## config.mk

```make
export PLATFORM = sky130hd
export DESIGN_NAME = tpo_top
export DESIGN_NICKNAME = d
export VERILOG_FILES = /design/src/rtl/tpo_pkg.sv /design/src/rtl/tpo_prescaler.sv /design/src/rtl/tpo_top.sv
export SDC_FILE = /design/constraint.sdc
export NUM_CORES = 1
export LEC_CHECK = 0
export BUFFER_PORTS_ARGS = -buffer_cell sky130_fd_sc_hd__buf_2
export CAP_MARGIN = 20
export CELL_PAD_IN_SITES_DETAIL_PLACEMENT = 0
export CELL_PAD_IN_SITES_GLOBAL_PLACEMENT = 1
export CORE_MARGIN = 2
export CORE_UTILIZATION = 43
export DETAILED_ROUTE_END_ITERATION = 12
export GPL_TIMING_DRIVEN = 1
export PLACE_DENSITY_LB_ADDON = 0.05
export SKIP_LAST_GASP = 1
export SLEW_MARGIN = 20
export SYNTH_ARGS = -nofsm -noshare
export SYNTH_HDL_FRONTEND = slang
export SYNTH_SLANG_ARGS = --single-unit
export TNS_END_PERCENT = 50
```

## constraint.sdc

```tcl
create_clock -name aclk -period 7.1 [get_ports aclk]
set_clock_uncertainty 0.05 [all_clocks]
set_input_delay 1.065 -clock aclk [delete_from_list [all_inputs] [get_ports aclk]]
set_output_delay 1.065 -clock aclk [all_outputs]
set_load 0.02 [all_outputs]
```

## src/rtl/tpo_pkg.sv

```systemverilog
// constants and register map of the timer, prescaler and option control block
//
// Overview of operation
// - The option register is read/write and every bit goes to one on any reset.
// - The option register answers at both mirrored addresses with one shared storage.
// - Bit 7 high turns all port B pull-ups off, low lets each latch bit enable its pull-up.
// - Bit 6 picks the external interrupt edge: one for rising, zero for falling.
// - Bit 5 picks the timer count source: one for the count pin, zero for the cycle clock.
// - Bit 4 picks the count pin edge: one for high-to-low, zero for low-to-high.
// - Bit 3 gives the one prescaler to the watchdog when one, to the timer when zero, never both.
// - Bits 2 to 0 set the timer ratio from 1:2 at code 000, doubling per code.
// - With the prescaler on the watchdog the timer counts every source event.
package tpo_pkg;

  // ==========================================================
  // register indices, byte address is four times the index
  localparam logic [9:0] CFG_IDX        = 10'h081;
  localparam logic [9:0] CFG_MIRROR_IDX = 10'h181;
  localparam logic [9:0] CNT_IDX        = 10'h000;
  localparam logic [9:0] STAT_IDX       = 10'h001;
  localparam logic [9:0] MASK_IDX       = 10'h002;
  localparam logic [9:0] LATCH_IDX      = 10'h003;

  // ==========================================================
  // option register fields
  localparam logic [7:0] CFG_RESET      = 8'hFF;
  localparam int         PULLUP_DIS_BIT = 7;
  localparam int         IRQ_EDGE_BIT   = 6;
  localparam int         CLK_SRC_BIT    = 5;
  localparam int         CNT_EDGE_BIT   = 4;
  localparam int         PS_ASSIGN_BIT  = 3;
  localparam int         RATE_MSB       = 2;
  localparam int         RATE_LSB       = 0;

  // ==========================================================
  // status and mask layout
  localparam int         STAT_W         = 3;
  localparam int         ST_T0_OVF      = 0;
  localparam int         ST_EXT_IRQ     = 1;
  localparam int         ST_WDT_TICK    = 2;
  localparam logic [2:0] STAT_RESET     = 3'h0;
  localparam logic [2:0] MASK_RESET     = 3'h0;
  localparam logic [7:0] CNT_RESET      = 8'h00;
  localparam logic [7:0] CNT_MAX        = 8'hFF;
  localparam logic [7:0] LATCH_RESET    = 8'h00;

  // ==========================================================
  // bus answers and timing
  localparam logic [1:0] RESP_OKAY      = 2'h0;
  localparam logic [1:0] RESP_SLVERR    = 2'h2;
  localparam int         CYC_DIV_DEF    = 4;

endpackage

```

## src/rtl/tpo_prescaler.sv

```systemverilog
// shared prescaler counter with rate decode
`timescale 1ns/1ps

module tpo_prescaler #(
  parameter int CNT_W = 8
) (
  input  wire logic       aclk,
  input  wire logic       aresetn,
  input  wire logic       clear,
  input  wire logic       tick,
  input  wire logic [2:0] rate_code,
  input  wire logic       wdt_mode,
  output logic            out_pulse
);

  logic [CNT_W-1:0] cnt_r;
  logic [CNT_W-1:0] cnt_nxt;
  logic [3:0]       shift;
  logic [CNT_W:0]   one_hot;
  logic [CNT_W:0]   term_full;
  logic [CNT_W-1:0] term;
  logic             at_term;

  // ==========================================================
  // rate decode
  // ratio doubles per code
  assign shift     = {1'b0, rate_code} + {3'h0, ~wdt_mode};
  assign one_hot   = {{CNT_W{1'b0}}, 1'b1} << shift;
  assign term_full = one_hot - {{CNT_W{1'b0}}, 1'b1};
  assign term      = term_full[CNT_W-1:0];
  assign at_term   = (cnt_r == term);
  assign out_pulse = tick & at_term;

  // ==========================================================
  // counter
  assign cnt_nxt = clear     ? '0 :
                   out_pulse ? '0 :
                   tick      ? cnt_r + 1'b1 : cnt_r;

  always_ff @(posedge aclk) begin
    if (!aresetn) begin
      cnt_r <= '0;
    end else begin
      cnt_r <= cnt_nxt;
    end
  end

endmodule

```

## src/rtl/tpo_top.sv

```systemverilog
// timer clock source, shared prescaler, edge selects and option register behind axi4-lite
`timescale 1ns/1ps

module tpo_top #(
  parameter int CYC_DIV = tpo_pkg::CYC_DIV_DEF,
  parameter int PS_W    = 8
) (
  input  wire logic        aclk,
  input  wire logic        aresetn,
  // axi4-lite slave
  input  wire logic [11:0] s_axi_awaddr,
  input  wire logic        s_axi_awvalid,
  output logic             s_axi_awready,
  input  wire logic [31:0] s_axi_wdata,
  input  wire logic [3:0]  s_axi_wstrb,
  input  wire logic        s_axi_wvalid,
  output logic             s_axi_wready,
  output logic [1:0]       s_axi_bresp,
  output logic             s_axi_bvalid,
  input  wire logic        s_axi_bready,
  input  wire logic [11:0] s_axi_araddr,
  input  wire logic        s_axi_arvalid,
  output logic             s_axi_arready,
  output logic [31:0]      s_axi_rdata,
  output logic [1:0]       s_axi_rresp,
  output logic             s_axi_rvalid,
  input  wire logic        s_axi_rready,
  // pins and neighbours
  input  wire logic        ext_count_pin,
  input  wire logic        ext_irq_pin,
  input  wire logic        watchdog_timer_tick,
  output logic [7:0]       port_b_pullup_en,
  output logic             watchdog_scaled_tick,
  output logic             irq
);

  // ==========================================================
  // declarations
  logic [7:0]                 cfg_r;
  logic [7:0]                 timer_zero_counter_r;
  logic [tpo_pkg::STAT_W-1:0] stat_r;
  logic [tpo_pkg::STAT_W-1:0] stat_nxt;
  logic [tpo_pkg::STAT_W-1:0] mask_r;
  logic [7:0]                 latch_r;
  logic [7:0]                 cnt_nxt;

  logic        awready_r;
  logic        wready_r;
  logic        bvalid_r;
  logic [1:0]  bresp_r;
  logic        arready_r;
  logic        rvalid_r;
  logic [31:0] rdata_r;
  logic [1:0]  rresp_r;
  logic        aw_hold_r;
  logic        w_hold_r;
  logic [9:0]  aw_idx_r;
  logic [7:0]  wbyte_r;
  logic        wlane_r;

  logic        cnt_s1_r;
  logic        cnt_s2_r;
  logic        cnt_s3_r;
  logic        irq_s1_r;
  logic        irq_s2_r;
  logic        irq_s3_r;

  logic [7:0]  cyc_cnt_r;
  logic        irq_r;
  logic [7:0]  pullup_r;
  logic        wdt_out_r;

  // ==========================================================
  // option fields
  logic       port_b_pins_pullup_disable;
  logic       ext_irq_edge_select;
  logic       count_clock_source_select;
  logic       count_edge_select;
  logic       prescaler_assign;
  logic [2:0] prescale_rate_select;

  assign port_b_pins_pullup_disable      = cfg_r[tpo_pkg::PULLUP_DIS_BIT];
  assign ext_irq_edge_select       = cfg_r[tpo_pkg::IRQ_EDGE_BIT];
  assign count_clock_source_select = cfg_r[tpo_pkg::CLK_SRC_BIT];
  assign count_edge_select         = cfg_r[tpo_pkg::CNT_EDGE_BIT];
  assign prescaler_assign          = cfg_r[tpo_pkg::PS_ASSIGN_BIT];
  assign prescale_rate_select      = cfg_r[tpo_pkg::RATE_MSB:tpo_pkg::RATE_LSB];

  // ==========================================================
  // write channel handshake
  logic aw_take;
  logic w_take;
  logic wr_commit;
  logic aw_hold_nxt;
  logic w_hold_nxt;
  logic bvalid_nxt;

  assign aw_take     = s_axi_awvalid & awready_r;
  assign w_take      = s_axi_wvalid & wready_r;
  // commit only once the previous response is gone
  assign wr_commit   = aw_hold_r & w_hold_r & ~bvalid_r;
  assign aw_hold_nxt = (aw_hold_r | aw_take) & ~wr_commit;
  assign w_hold_nxt  = (w_hold_r | w_take) & ~wr_commit;
  assign bvalid_nxt  = wr_commit | (bvalid_r & ~s_axi_bready);

  // ==========================================================
  // write decode
  logic wr_cfg;
  logic wr_cnt;
  logic wr_stat;
  logic wr_mask;
  logic wr_latch;
  logic wr_hit;
  logic wr_en;

  assign wr_en    = wr_commit & wlane_r;
  assign wr_cfg   = (aw_idx_r == tpo_pkg::CFG_IDX) | (aw_idx_r == tpo_pkg::CFG_MIRROR_IDX);
  assign wr_cnt   = aw_idx_r == tpo_pkg::CNT_IDX;
  assign wr_stat  = aw_idx_r == tpo_pkg::STAT_IDX;
  assign wr_mask  = aw_idx_r == tpo_pkg::MASK_IDX;
  assign wr_latch = aw_idx_r == tpo_pkg::LATCH_IDX;
  assign wr_hit   = wr_cfg | wr_cnt | wr_stat | wr_mask | wr_latch;

  always_ff @(posedge aclk) begin
    if (!aresetn) begin
      awready_r <= 1'b0;
      wready_r  <= 1'b0;
      aw_hold_r <= 1'b0;
      w_hold_r  <= 1'b0;
      bvalid_r  <= 1'b0;
      bresp_r   <= tpo_pkg::RESP_OKAY;
      aw_idx_r  <= '0;
      wbyte_r   <= '0;
      wlane_r   <= 1'b0;
    end else begin
      awready_r <= ~aw_hold_nxt;
      wready_r  <= ~w_hold_nxt;
      aw_hold_r <= aw_hold_nxt;
      w_hold_r  <= w_hold_nxt;
      bvalid_r  <= bvalid_nxt;
      if (aw_take) begin
        aw_idx_r <= s_axi_awaddr[11:2];
      end
      if (w_take) begin
        wbyte_r <= s_axi_wdata[7:0];
        wlane_r <= s_axi_wstrb[0];
      end
      if (wr_commit) begin
        bresp_r <= wr_hit ? tpo_pkg::RESP_OKAY : tpo_pkg::RESP_SLVERR;
      end
    end
  end

  // ==========================================================
  // read channel
  logic        ar_take;
  logic        rvalid_nxt;
  logic [9:0]  ar_idx;
  logic        rd_cfg;
  logic        rd_hit;
  logic [31:0] rd_mux;

  assign ar_take    = s_axi_arvalid & arready_r;
  assign rvalid_nxt = ar_take | (rvalid_r & ~s_axi_rready);
  assign ar_idx     = s_axi_araddr[11:2];
  assign rd_cfg     = (ar_idx == tpo_pkg::CFG_IDX) | (ar_idx == tpo_pkg::CFG_MIRROR_IDX);
  assign rd_hit     = rd_cfg | (ar_idx == tpo_pkg::CNT_IDX) | (ar_idx == tpo_pkg::STAT_IDX) |
                      (ar_idx == tpo_pkg::MASK_IDX) | (ar_idx == tpo_pkg::LATCH_IDX);
  assign rd_mux     = rd_cfg                         ? {24'h000000, cfg_r} :
                      (ar_idx == tpo_pkg::CNT_IDX)   ? {24'h000000, timer_zero_counter_r} :
                      (ar_idx == tpo_pkg::STAT_IDX)  ? {29'h0, stat_r} :
                      (ar_idx == tpo_pkg::MASK_IDX)  ? {29'h0, mask_r} :
                      (ar_idx == tpo_pkg::LATCH_IDX) ? {24'h000000, latch_r} : 32'h00000000;

  always_ff @(posedge aclk) begin
    if (!aresetn) begin
      arready_r <= 1'b0;
      rvalid_r  <= 1'b0;
      rdata_r   <= 32'h00000000;
      rresp_r   <= tpo_pkg::RESP_OKAY;
    end else begin
      arready_r <= ~rvalid_nxt;
      rvalid_r  <= rvalid_nxt;
      if (ar_take) begin
        rdata_r <= rd_mux;
        rresp_r <= rd_hit ? tpo_pkg::RESP_OKAY : tpo_pkg::RESP_SLVERR;
      end
    end
  end

  // ==========================================================
  // pin synchronisers
  always_ff @(posedge aclk) begin
    if (!aresetn) begin
      cnt_s1_r <= 1'b0;
      cnt_s2_r <= 1'b0;
      cnt_s3_r <= 1'b0;
      irq_s1_r <= 1'b0;
      irq_s2_r <= 1'b0;
      irq_s3_r <= 1'b0;
    end else begin
      cnt_s1_r <= ext_count_pin;
      cnt_s2_r <= cnt_s1_r;
      cnt_s3_r <= cnt_s2_r;
      irq_s1_r <= ext_irq_pin;
      irq_s2_r <= irq_s1_r;
      irq_s3_r <= irq_s2_r;
    end
  end

  // ==========================================================
  // edge detection
  logic cnt_rise;
  logic cnt_fall;
  logic irq_rise;
  logic irq_fall;
  logic pin_count_evt;
  logic ext_irq_evt;

  assign cnt_rise      = cnt_s2_r & ~cnt_s3_r;
  assign cnt_fall      = ~cnt_s2_r & cnt_s3_r;
  assign irq_rise      = irq_s2_r & ~irq_s3_r;
  assign irq_fall      = ~irq_s2_r & irq_s3_r;
  assign pin_count_evt = count_edge_select ? cnt_fall : cnt_rise;
  assign ext_irq_evt   = ext_irq_edge_select ? irq_rise : irq_fall;

  // ==========================================================
  // instruction-cycle enable
  logic cyc_en;

  assign cyc_en = (cyc_cnt_r == 8'(CYC_DIV - 1));

  always_ff @(posedge aclk) begin
    if (!aresetn) begin
      cyc_cnt_r <= 8'h00;
    end else begin
      cyc_cnt_r <= cyc_en ? 8'h00 : cyc_cnt_r + 8'h01;
    end
  end

  // ==========================================================
  // prescaler routing
  logic src_evt;
  logic ps_tick;
  logic ps_out;
  logic ps_clear;
  logic t0_inc;
  logic wdt_evt;

  assign src_evt  = count_clock_source_select ? pin_count_evt : cyc_en;
  assign ps_tick  = prescaler_assign ? watchdog_timer_tick : src_evt;
  // reassignment or a counter write restarts the division
  assign ps_clear = (wr_en & wr_cfg & (wbyte_r[tpo_pkg::PS_ASSIGN_BIT] != prescaler_assign)) |
                    (wr_en & wr_cnt);
  assign t0_inc   = prescaler_assign ? src_evt : ps_out;
  assign wdt_evt  = prescaler_assign ? ps_out : watchdog_timer_tick;

  tpo_prescaler #(
    .CNT_W     (PS_W)
  ) u_prescaler (
    .aclk      (aclk),
    .aresetn   (aresetn),
    .clear     (ps_clear),
    .tick      (ps_tick),
    .rate_code (prescale_rate_select),
    .wdt_mode  (prescaler_assign),
    .out_pulse (ps_out)
  );

  // ==========================================================
  // timer counter and events
  logic t0_ovf;
  logic [tpo_pkg::STAT_W-1:0] evt_vec;
  logic [tpo_pkg::STAT_W-1:0] w1c_vec;

  // a software load takes priority over a same-cycle count
  assign t0_ovf  = t0_inc & ~(wr_en & wr_cnt) & (timer_zero_counter_r == tpo_pkg::CNT_MAX);
  assign cnt_nxt = (wr_en & wr_cnt) ? wbyte_r :
                   t0_inc           ? timer_zero_counter_r + 8'h01 : timer_zero_counter_r;

  assign evt_vec[tpo_pkg::ST_T0_OVF]   = t0_ovf;
  assign evt_vec[tpo_pkg::ST_EXT_IRQ]  = ext_irq_evt;
  assign evt_vec[tpo_pkg::ST_WDT_TICK] = wdt_evt;
  assign w1c_vec  = (wr_en & wr_stat) ? wbyte_r[tpo_pkg::STAT_W-1:0] : '0;
  // new events win over a clear in the same cycle
  assign stat_nxt = (stat_r & ~w1c_vec) | evt_vec;

  // ==========================================================
  // storage
  always_ff @(posedge aclk) begin
    if (!aresetn) begin
      cfg_r                <= tpo_pkg::CFG_RESET;
      timer_zero_counter_r <= tpo_pkg::CNT_RESET;
      stat_r               <= tpo_pkg::STAT_RESET;
      mask_r               <= tpo_pkg::MASK_RESET;
      latch_r              <= tpo_pkg::LATCH_RESET;
    end else begin
      if (wr_en & wr_cfg) begin
        cfg_r <= wbyte_r;
      end
      if (wr_en & wr_mask) begin
        mask_r <= wbyte_r[tpo_pkg::STAT_W-1:0];
      end
      if (wr_en & wr_latch) begin
        latch_r <= wbyte_r;
      end
      timer_zero_counter_r <= cnt_nxt;
      stat_r               <= stat_nxt;
    end
  end

  // ==========================================================
  // registered outputs
  always_ff @(posedge aclk) begin
    if (!aresetn) begin
      irq_r     <= 1'b0;
      pullup_r  <= 8'h00;
      wdt_out_r <= 1'b0;
    end else begin
      irq_r     <= |(stat_nxt & mask_r);
      pullup_r  <= port_b_pins_pullup_disable ? 8'h00 : latch_r;
      wdt_out_r <= wdt_evt;
    end
  end

  assign s_axi_awready        = awready_r;
  assign s_axi_wready         = wready_r;
  assign s_axi_bvalid         = bvalid_r;
  assign s_axi_bresp          = bresp_r;
  assign s_axi_arready        = arready_r;
  assign s_axi_rvalid         = rvalid_r;
  assign s_axi_rdata          = rdata_r;
  assign s_axi_rresp          = rresp_r;
  assign port_b_pullup_en     = pullup_r;
  assign watchdog_scaled_tick = wdt_out_r;
  assign irq                  = irq_r;

endmodule

```

### Yosys cells after proc, flatten, opt, wreduce, memory -nomap -nowiden

Cells that the tools add are included.

* $add $sub $neg: 5
* bitwise gates (word level): 56
* equal/unequal tests: 14
* shift-type cells: 1
* reduce and logical (&&, ||, !) cells: 7
* muxes and demuxes: 16

Operators by type and width (number)
* two-way mux 8 bit: 7
* equality test 10 x 2 -> 1 bit (second input constant): 4
* adder 8 x 1 -> 8 bit (second input constant): 3
* bitwise AND 1 bit: 23
* equality test 10 x 1 -> 1 bit (second input constant): 2
* equality test 10 x 8 -> 1 bit (second input constant): 2
* equality test 10 x 9 -> 1 bit (second input constant): 2
* logical NOT 10 bit: 2
* OR 1 bit: 15
* inverter 1 bit: 14
* equality test 8 x 2 -> 1 bit (second input constant): 1
* equality test 8 bit: 1
* equality test 8 bit (second input constant): 1
* << shifter 1 x 4 -> 8 bit (first input constant): 1
* subtractor 8 x 1 -> 8 bit (second input constant): 1
* bitwise AND 3 bit: 2
* two-way mux 1 bit: 6
* OR reduction 3 bit: 2
* adder 3 x 1 -> 4 bit: 1
* two-way mux 2 bit: 2
* OR reduction 2 bit: 2
* two-way mux 3 bit: 1
* inverter 3 bit: 1
* OR 3 bit: 1
* 2 further kinds: 2

* bits in registers: 124
* input bits: 70
* word-level logic and storage cells: 128
* output and inout port bits: 51

### Depth between registers and ports, before layout

Gate-level depths: netlist (run 1).

* word-level depth: 12
* depth in mapped cells: 17
* depth with buffers taken out: 15

### Modules after synthesis

Synthesis (run 1) repeated with hierarchy kept, for this count alone.

* cell total of the unflattened synthesis: 580
* area total of the unflattened synthesis: 4939.7 µm²

Modules (own cells, without submodules)
* tpo_top: cells an instance 465, instances 1, area each 4027.6 µm²
* tpo_prescaler: cells an instance 115, instances 1, area each 912.1 µm²

### Worst setup path before layout (run 1)

OpenSTA, ideal clock, no wires.

* kind: reg-to-reg
* from: register cfg_r[3]
* to: register timer_zero_counter_r[6]
* stages on the path, launching flop included: 17
* required time: 6.930 ns
* setup slack: 3.506 ns
* data arrival time: 3.424 ns
* cells stage by stage: dfxtp_1 inv_1 ha_1 ha_1 buf_4 nor2_1 a22oi_2 or2_4 ha_1 xor2_1 xnor2_1 nand2_1 or4_4 o31ai_4 buf_6 a41oi_2 o31a_1

* word-level cells in the longest chain between the ends: 8

Ends and longest elaborated chain
* start: declaration: line tpo_top.sv:39 `logic [7:0] cfg_r;`
* start signal: assignment: line tpo_top.sv:292 `cfg_r <= tpo_pkg::CFG_RESET;`
* start signal: assignment: line tpo_top.sv:299 `cfg_r <= wbyte_r;`
* inverter 1 bit: line tpo_prescaler.sv:27 `assign shift = {1'b0, rate_code} + {3'h0, ~wdt_mode};`
* adder 3 x 1 -> 4 bit: line tpo_prescaler.sv:27
* << shifter 1 x 4 -> 8 bit: line tpo_prescaler.sv:28 `assign one_hot = {{CNT_W{1'b0}}, 1'b1} << shift;`
* subtractor 8 x 1 -> 8 bit: line tpo_prescaler.sv:29 `assign term_full = one_hot - {{CNT_W{1'b0}}, 1'b1};`
* equality test 8 bit: line tpo_prescaler.sv:31 `assign at_term = (cnt_r == term);`
* bitwise AND 1 bit: line tpo_prescaler.sv:32 `assign out_pulse = tick & at_term;`
* two-way mux 1 bit (*): line tpo_top.sv:255 `assign t0_inc = prescaler_assign ? src_evt : ps_out;`
* nonzero test 2 bit (no source line) (*)
* end signal: assignment: line tpo_top.sv:293 `timer_zero_counter_r <= tpo_pkg::CNT_RESET;`
* end signal: assignment: line tpo_top.sv:307 `timer_zero_counter_r <= cnt_nxt;`
* end: declaration: line tpo_top.sv:40 `logic [7:0] timer_zero_counter_r;`

Every way passes the cells marked *; elsewhere a longest branch is shown, timed or not.
A chain may end at the register's enable or synchronous reset.

### Worst setup path after layout (run 1)

* from: register cfg_r[3]
* to: register timer_zero_counter_r[5]

Same word-level chain as after synthesis.

==> results.txt, run 1 <==
Chip width: 111 um
Mux contribution to synthesized area: 6.09%
Diodes inserted: 0
Boundary Pins: 121
Cts hold-fix bufs: 0
CTS resizes: 0
Largest net degree at the start of global routing: 86
Final worst-path cycle share: 60.8%
Final min period: 4.31 ns
Worst Path Required: 7.28 ns
Combinational power share: 7.6%
Share of power burned in registers: 49.8%
Post-synthesis compound-gate area fraction: 16.2%
Switching power: 277 uW
FF-to-FF Start: cfg_r[3]
Gr ovfl total: 0
Avg Inst Size Synth: 8.84 sq um
Outcome: finished, final reports clean
Clock Path Buffers: 2
Via density: 5.17
Vias in the first global route: 3649
Relative slew slack: 29.3%
DR WL/cell: 14.6 um
CP Launch Type: flop
Share of layout cells above drive strength 1: 16.9%
Seq/Total Area, Yosys: 40.1%
Gr usage total: 18.1%
Synth-to-Final Area Change: 11.6%
Initial DRT Pass Iterations: 4
Post-synthesis xor/xnor area fraction: 4.12%
CTS Root Cell: clkbuf_16
Post-CTS Setup Repair Bufs: 0
Routed Antenna Nets: 0
Commonest non-fill, non-tap cell in the layout: dfxtp_1
DR WL met3: 537 um
Power density cells: 213 mW/mm^2
Final Max Tran Viols: 0
Mapped Cells: 553
H-tree levels: 3
Synth top area share: 40.1%
Sw frac: 23.8%
Fmax: 232 MHz
Commonest non-fill, non-tap cells in the layout: 98 x dfxtp_1, 73 x nand2_1, 63 x buf_2
Ys Warns: 0
GPL Wtd Cong: 0.790
Clk_lat worst skew: 0.35 ns
CTS tree: yes
Pre-CTS setup slack: 2.78 ns
Internal: 887 uW
Initial Util: 44.5%
CTS sink cnt: 98
Actual slew at the worst max-slew pin: 1.05 ns
Netlist cell types: 69
Die footprint: 0.0122 sq mm
Initial antenna violation count: 0
Crit path capture type: flop
Synth Flop Type: dfxtp_1
First-pass GRT wire length: 17900 um
Pleak: 0.00230 uW
1st-iter DRT viols: 248
Hold Path Origin: cnt_s1_r
Ys async rst share: 0%
Largest fanout on the critical path: 15
Vias: 3846
Fraction of the mapped netlist area in simple logic gates: 24.3%
Final Hold Violating Endpoints: 0
Cell area after synthesis: 0.00489 sq mm
TNS Setup: 0 ns
DRC violations left: 0
Max-cap viol count: 0
Top layer in use: met4
Final WL: 10800 um
Fillers: 1096
Number of synthesized flops with an enable pin: 0
CP startpoint: cfg_r[3]
Max VDD drop: 137 uV
Reg clk slew, reported paths: 0.06 ns
Final layout net count: 676
Critical Path AT: 4.49 ns
# setup viols final: 0
Post-Synth Adder-Cell Area: 2.00%
Largest family of logic cells by synthesized area: simple AND/OR/NAND/NOR gates
Synth Register Bits: 98
CTS Buf Count: 9
CP Class: reg -> reg
Unrepaired setup endpoints after global routing: no
Hold/Removal Path Class: reg -> reg
Port bufs: 63
Dpl hpwl: 7890 um
Area contributors post-synth: dfxtp_1 40%, nand2_1 5.6%, mux2i_1 4.7%
Core Footprint: 0.0110 sq mm
Met2 Routed Length: 4740 um
Die Span Y: 111 um
Rows: 38
Synth area leader: dfxtp_1
Met1 wire length: 5400 um
Final worst slack: 2.79 ns
Clk pwr share: 42.6%
-- worst paths after layout --
kind	to	slack, ns	cells after the start
max reg2reg	timer_zero_counter_r[5]	2.79	15
min	cnt_s2_r	0.39	1
min reg2reg	cnt_s2_r	0.39	1
max	timer_zero_counter_r[5]	2.79	15
-- state kept, by name, summed over array words and instances, names as in the netlist, 3 cells and up --
signal and count:
s_axi_rdata 8, timer_zero_counter_r 8, cyc_cnt_r 8, u_prescaler.cnt_r 8, aw_idx_r 10, cfg_r 8, port_b_pullup_en 8, stat_r 3
latch_r 8, mask_r 3, wbyte_r 8
-- cell families after synthesis --
| family | count (synthesis) |
|---|---|
| other cells | 1 |
| compound gates | 107 |
| flops | 98 |
| fa+ha+maj | 8 |
| mux | 28 |
| xor+xnor | 23 |
| simple gates | 230 |
| buf+inv | 58 |
-- cells in the mapped netlist (all sizes together) (4+ instances only) --
cell    instances
a21boi         25
a22o            5
a31oi           4
and3b           4
a211oi          5
nand4           6
inv             4
nand2b          8
and3            7
mux2            4
mux2i          23
xor2           12
xnor2          11
nor3           11
nand2          73
a21oi          13
o21ai          18
and4b           4
o21a            9
nand3          11
nor2           41
dfxtp          98
or2             4
clkbuf         20
and2           25
nor2b          15
a221oi          7
nor3b           8
ha              7
buf            34
-- metrics by stage --
stage / power (uW) / area [sq um] / cells / hold slack [ns] / utilization, %
4_1_cts: 1180 / 5460 / 744 / 0.386 / 49.7
3_5_place_dp: 682 / 5150 / 728 / 0.372 / 46.9
6_report: 1160 / 5460 / 744 / 0.386 / 49.7
5_1_grt: 1210 / 5460 / 744 / 0.411 / 49.7
3_3_place_gp: 680 / 5150 / 728 / 0.363 / 46.9
2_1_floorplan: 664 / 4980 / 578 / 0.362 / -
-- power by group through the flow --
stage	clock network (uW)	logic, uW	registers (uW)
2_1_floorplan	0	68.6	595
6_report	495	88.7	580
3_3_place_gp	0	88.3	592
4_1_cts	510	90.0	580
3_5_place_dp	0	89.7	592
5_1_grt	531	101	582
-- area by class of cell --
cell class | count | area [sq um] | area share, %
multi-input combinational | 422 | 2670 | 49.0
clock buffer | 14 | 294 | 5.39
inverter | 4 | 15.0 | 0.275
tap | 140 | 175 | 3.21
sequential | 98 | 1960 | 35.9
clock inverter | 2 | 16.3 | 0.298
timing repair buffer | 64 | 323 | 5.91
-- layer usage --
layer,GRT usage (%),up-vias
met1,25.2,1763
li1,-,1981
met3,3.79,13
met4,6.67,0
met5,0,-
met2,27.5,89
-- worst max-delay path, cell delays in order, from the launching register on --
cell	delay, ns
dfxtp_1	0.44
inv_1	0.14
ha_1	0.20
ha_1	0.33
xnor2_1	0.28
a22oi_2	0.10
or2_4	0.25
ha_1	0.27
nand2b_1	0.12
a211oi_1	0.06
a311oi_1	0.37
mux2i_1	0.12
mux2_2	0.31
o31ai_4	0.60
a211oi_1	0.15
or3_1	0.39
Note: power is estimated with default switching activity, not from simulation.
==> inputs of run 2 (changes only) <==
- CORE_UTILIZATION: 43 -> 36
- clock period: 7.1 -> 3.5 ns (I/O delays scaled with it)
==> results.txt, run 2 (synthesis gave the netlist of run 1 again) <==
Final Hold Violating Endpoints: 0
Final Max Tran Viols: 0
Reg clk slew, reported paths: 0.07 ns
Final Instance Area: 0.00574 sq mm
Dpl hpwl: 8600 um
Largest register FFs: 10
Actual slew at the worst max-slew pin: 0.775 ns
DR WL/cell: 14.8 um
Largest fanout on the critical path: 8
CP Launch Type: flop
Outcome: finished, final reports clean
# setup viols final: 0
Port bufs: 63
Critical-path top delay cell: a311oi_2
CTS sink cnt: 98
Max VDD drop: 185 uV
Commonest non-fill, non-tap cells in the layout: 97 x dfxtp_1, 73 x nand2_1, 63 x buf_2
Pleak: 0.00243 uW
Share of layout cells above drive strength 1: 21.4%
CP peak stage delay: 0.37 ns
Cts hold-fix bufs: 0
Crit path top cell by count: ha_4
DRC violations left: 0
Chip width: 121 um
Clock Path Buffers: 2
Routed Antenna Nets: 0
Die Span Y: 121 um
H-tree levels: 3
CTS tree: yes
Fmax: 301 MHz
GPL Wtd Cong: 0.827
R2R depth: 17
Die footprint: 0.0145 sq mm
Vias in the first global route: 3814
Rows: 42
Via density: 4.91
Core Footprint: 0.0132 sq mm
Clk_lat worst skew: 0.35 ns
Diodes inserted: 0
Power density cells: 414 mW/mm^2
Share of power burned in registers: 49.6%
Initial antenna violation count: 0
Hold Path Origin: ext_count_pin
Synth-to-Final Area Change: 17.3%
First-pass GRT wire length: 19300 um
Relative slew slack: 48.3%
Vias: 3929
Fin Hold WS: 0.327 ns
Boundary Pins: 121
Initial Util: 36.9%
Final WL: 11800 um
Setup slack, reg-to-reg: 0.17 ns
Final min period: 3.33 ns
Worst Path Required: 3.69 ns
Final layout net count: 697
Most flops, register: aw_idx_r
Commonest non-fill, non-tap cell in the layout: dfxtp_1
Gr usage total: 16.8%
Reg-to-Reg End: timer_zero_counter_r[3]
Fillers: 1364
Gr ovfl total: 0
Initial DRT Pass Iterations: 4
Hold path cells: 2
FF-to-FF Start: cfg_r[3]
1st-iter DRT viols: 186
Switching power: 594 uW
CTS Root Cell: clkbuf_16
Max-cap viol count: 0
Hold/Removal Path Class: in -> reg
Worst-path cell chain: inv_2 > ha_4 > ha_4 > xnor2_2 > a22oi_2 > or2_4 > ha_4 > nand2b_4 > a211oi_1 > a311oi_2 > mux2i_1 > mux2_4 > o31ai_4 > buf_6 > buf_6 > and3_2 > or3_1
Sw frac: 25.0%
Largest net degree at the start of global routing: 49
Final worst-path cycle share: 95.1%
Clk pwr share: 42.6%
CP Class: reg -> reg
Critical Path AT: 3.51 ns
Internal: 1780 uW
Crit path capture type: flop
Combinational power share: 7.8%
Placed inst area: 0.00536 sq mm
CTS Buf Count: 9
Unrepaired setup endpoints after global routing: no
Hold Path End: cnt_s1_r
==> run 2: layer usage <==
metal / vias up / wire [um] / global-route usage, %
li1: 2015 / - / -
met1: 1825 / 5800 / 22.7
met2: 77 / 5390 / 26.8
met3: 12 / 409 / 2.64
met4: 0 / 228 / 6.69
met5: - / 0 / 0
==> run 2: how the worst max path moves through the flow <==
| stage | from | to | slack [ns] | cells after the start |
|---|---|---|---|---|
| final | cfg_r[3] | timer_zero_counter_r[3] | 0.17 | 17 |
| after floorplan | cfg_r[3] | timer_zero_counter_r[6] | 0.002 | 17 |
| after CTS | cfg_r[3] | timer_zero_counter_r[3] | 0.02 | 17 |
| after global routing | cfg_r[3] | timer_zero_counter_r[3] | 0.003 | 17 |
| after global placement | cfg_r[3] | timer_zero_counter_r[5] | -0.0004 | 16 |
| after detailed placement | cfg_r[3] | timer_zero_counter_r[5] | -0.06 | 16 |
==> run 2: through the flow <==
stage / total power (uW) / instances / utilization [%] / setup WS (ns) / TNS [ns]
3_5_place_dp: 1390 / 785 / 40.5 / -0.0615 / -0.170
3_3_place_gp: 1390 / 785 / 40.5 / -0.000368 / -0.000368
5_1_grt: 2480 / 801 / 43.3 / 0.00329 / 0
6_report: 2370 / 801 / 43.3 / 0.173 / 0
4_1_cts: 2410 / 801 / 42.8 / 0.0196 / 0
2_1_floorplan: 1350 / 578 / - / 0.00199 / 0
==> run 2: worst max-delay path: cells and delay by family, from the launching register on <==
family | cells | cell delay (ns)
XOR/XNOR | 1 | 0.19
buffers and inverters | 3 | 0.31
AO/OA/AOI/OAI | 4 | 0.58
AND/OR/NAND/NOR | 4 | 0.85
multiplexers | 2 | 0.41
adder cells (fa/ha/maj) | 3 | 0.50
flip-flops | 1 | 0.33
==> run 2: layout make-up <==
cell class / instances / area [sq um] / area share, %
inverters: 4 / 15.0 / 0.262
well taps: 176 / 220 / 3.84
clock buffers: 9 / 225 / 3.92
multi-input cells: 422 / 2750 / 47.9
flip-flops and latches: 98 / 1960 / 34.2
clock inverters: 7 / 77.6 / 1.35
repair buffers: 85 / 488 / 8.50
==> run 2: power groups by stage <==
| stage | clock network [uW] | registers (uW) | logic (uW) |
|---|---|---|---|
| 2_1_floorplan | 0 | 1210 | 139 |
| 3_3_place_gp | 0 | 1200 | 184 |
| 3_5_place_dp | 0 | 1200 | 186 |
| 4_1_cts | 1050 | 1180 | 186 |
| 5_1_grt | 1090 | 1180 | 207 |
| 6_report | 1010 | 1180 | 184 |
==> run 2: repair_timing <==
item,CTS,global route
cloned,0,0
resized for setup,2,14
pin swaps,0,9
hold endpoints to repair,0,0
buffers inserted,0,0
endpoints found under the setup margin,5,18
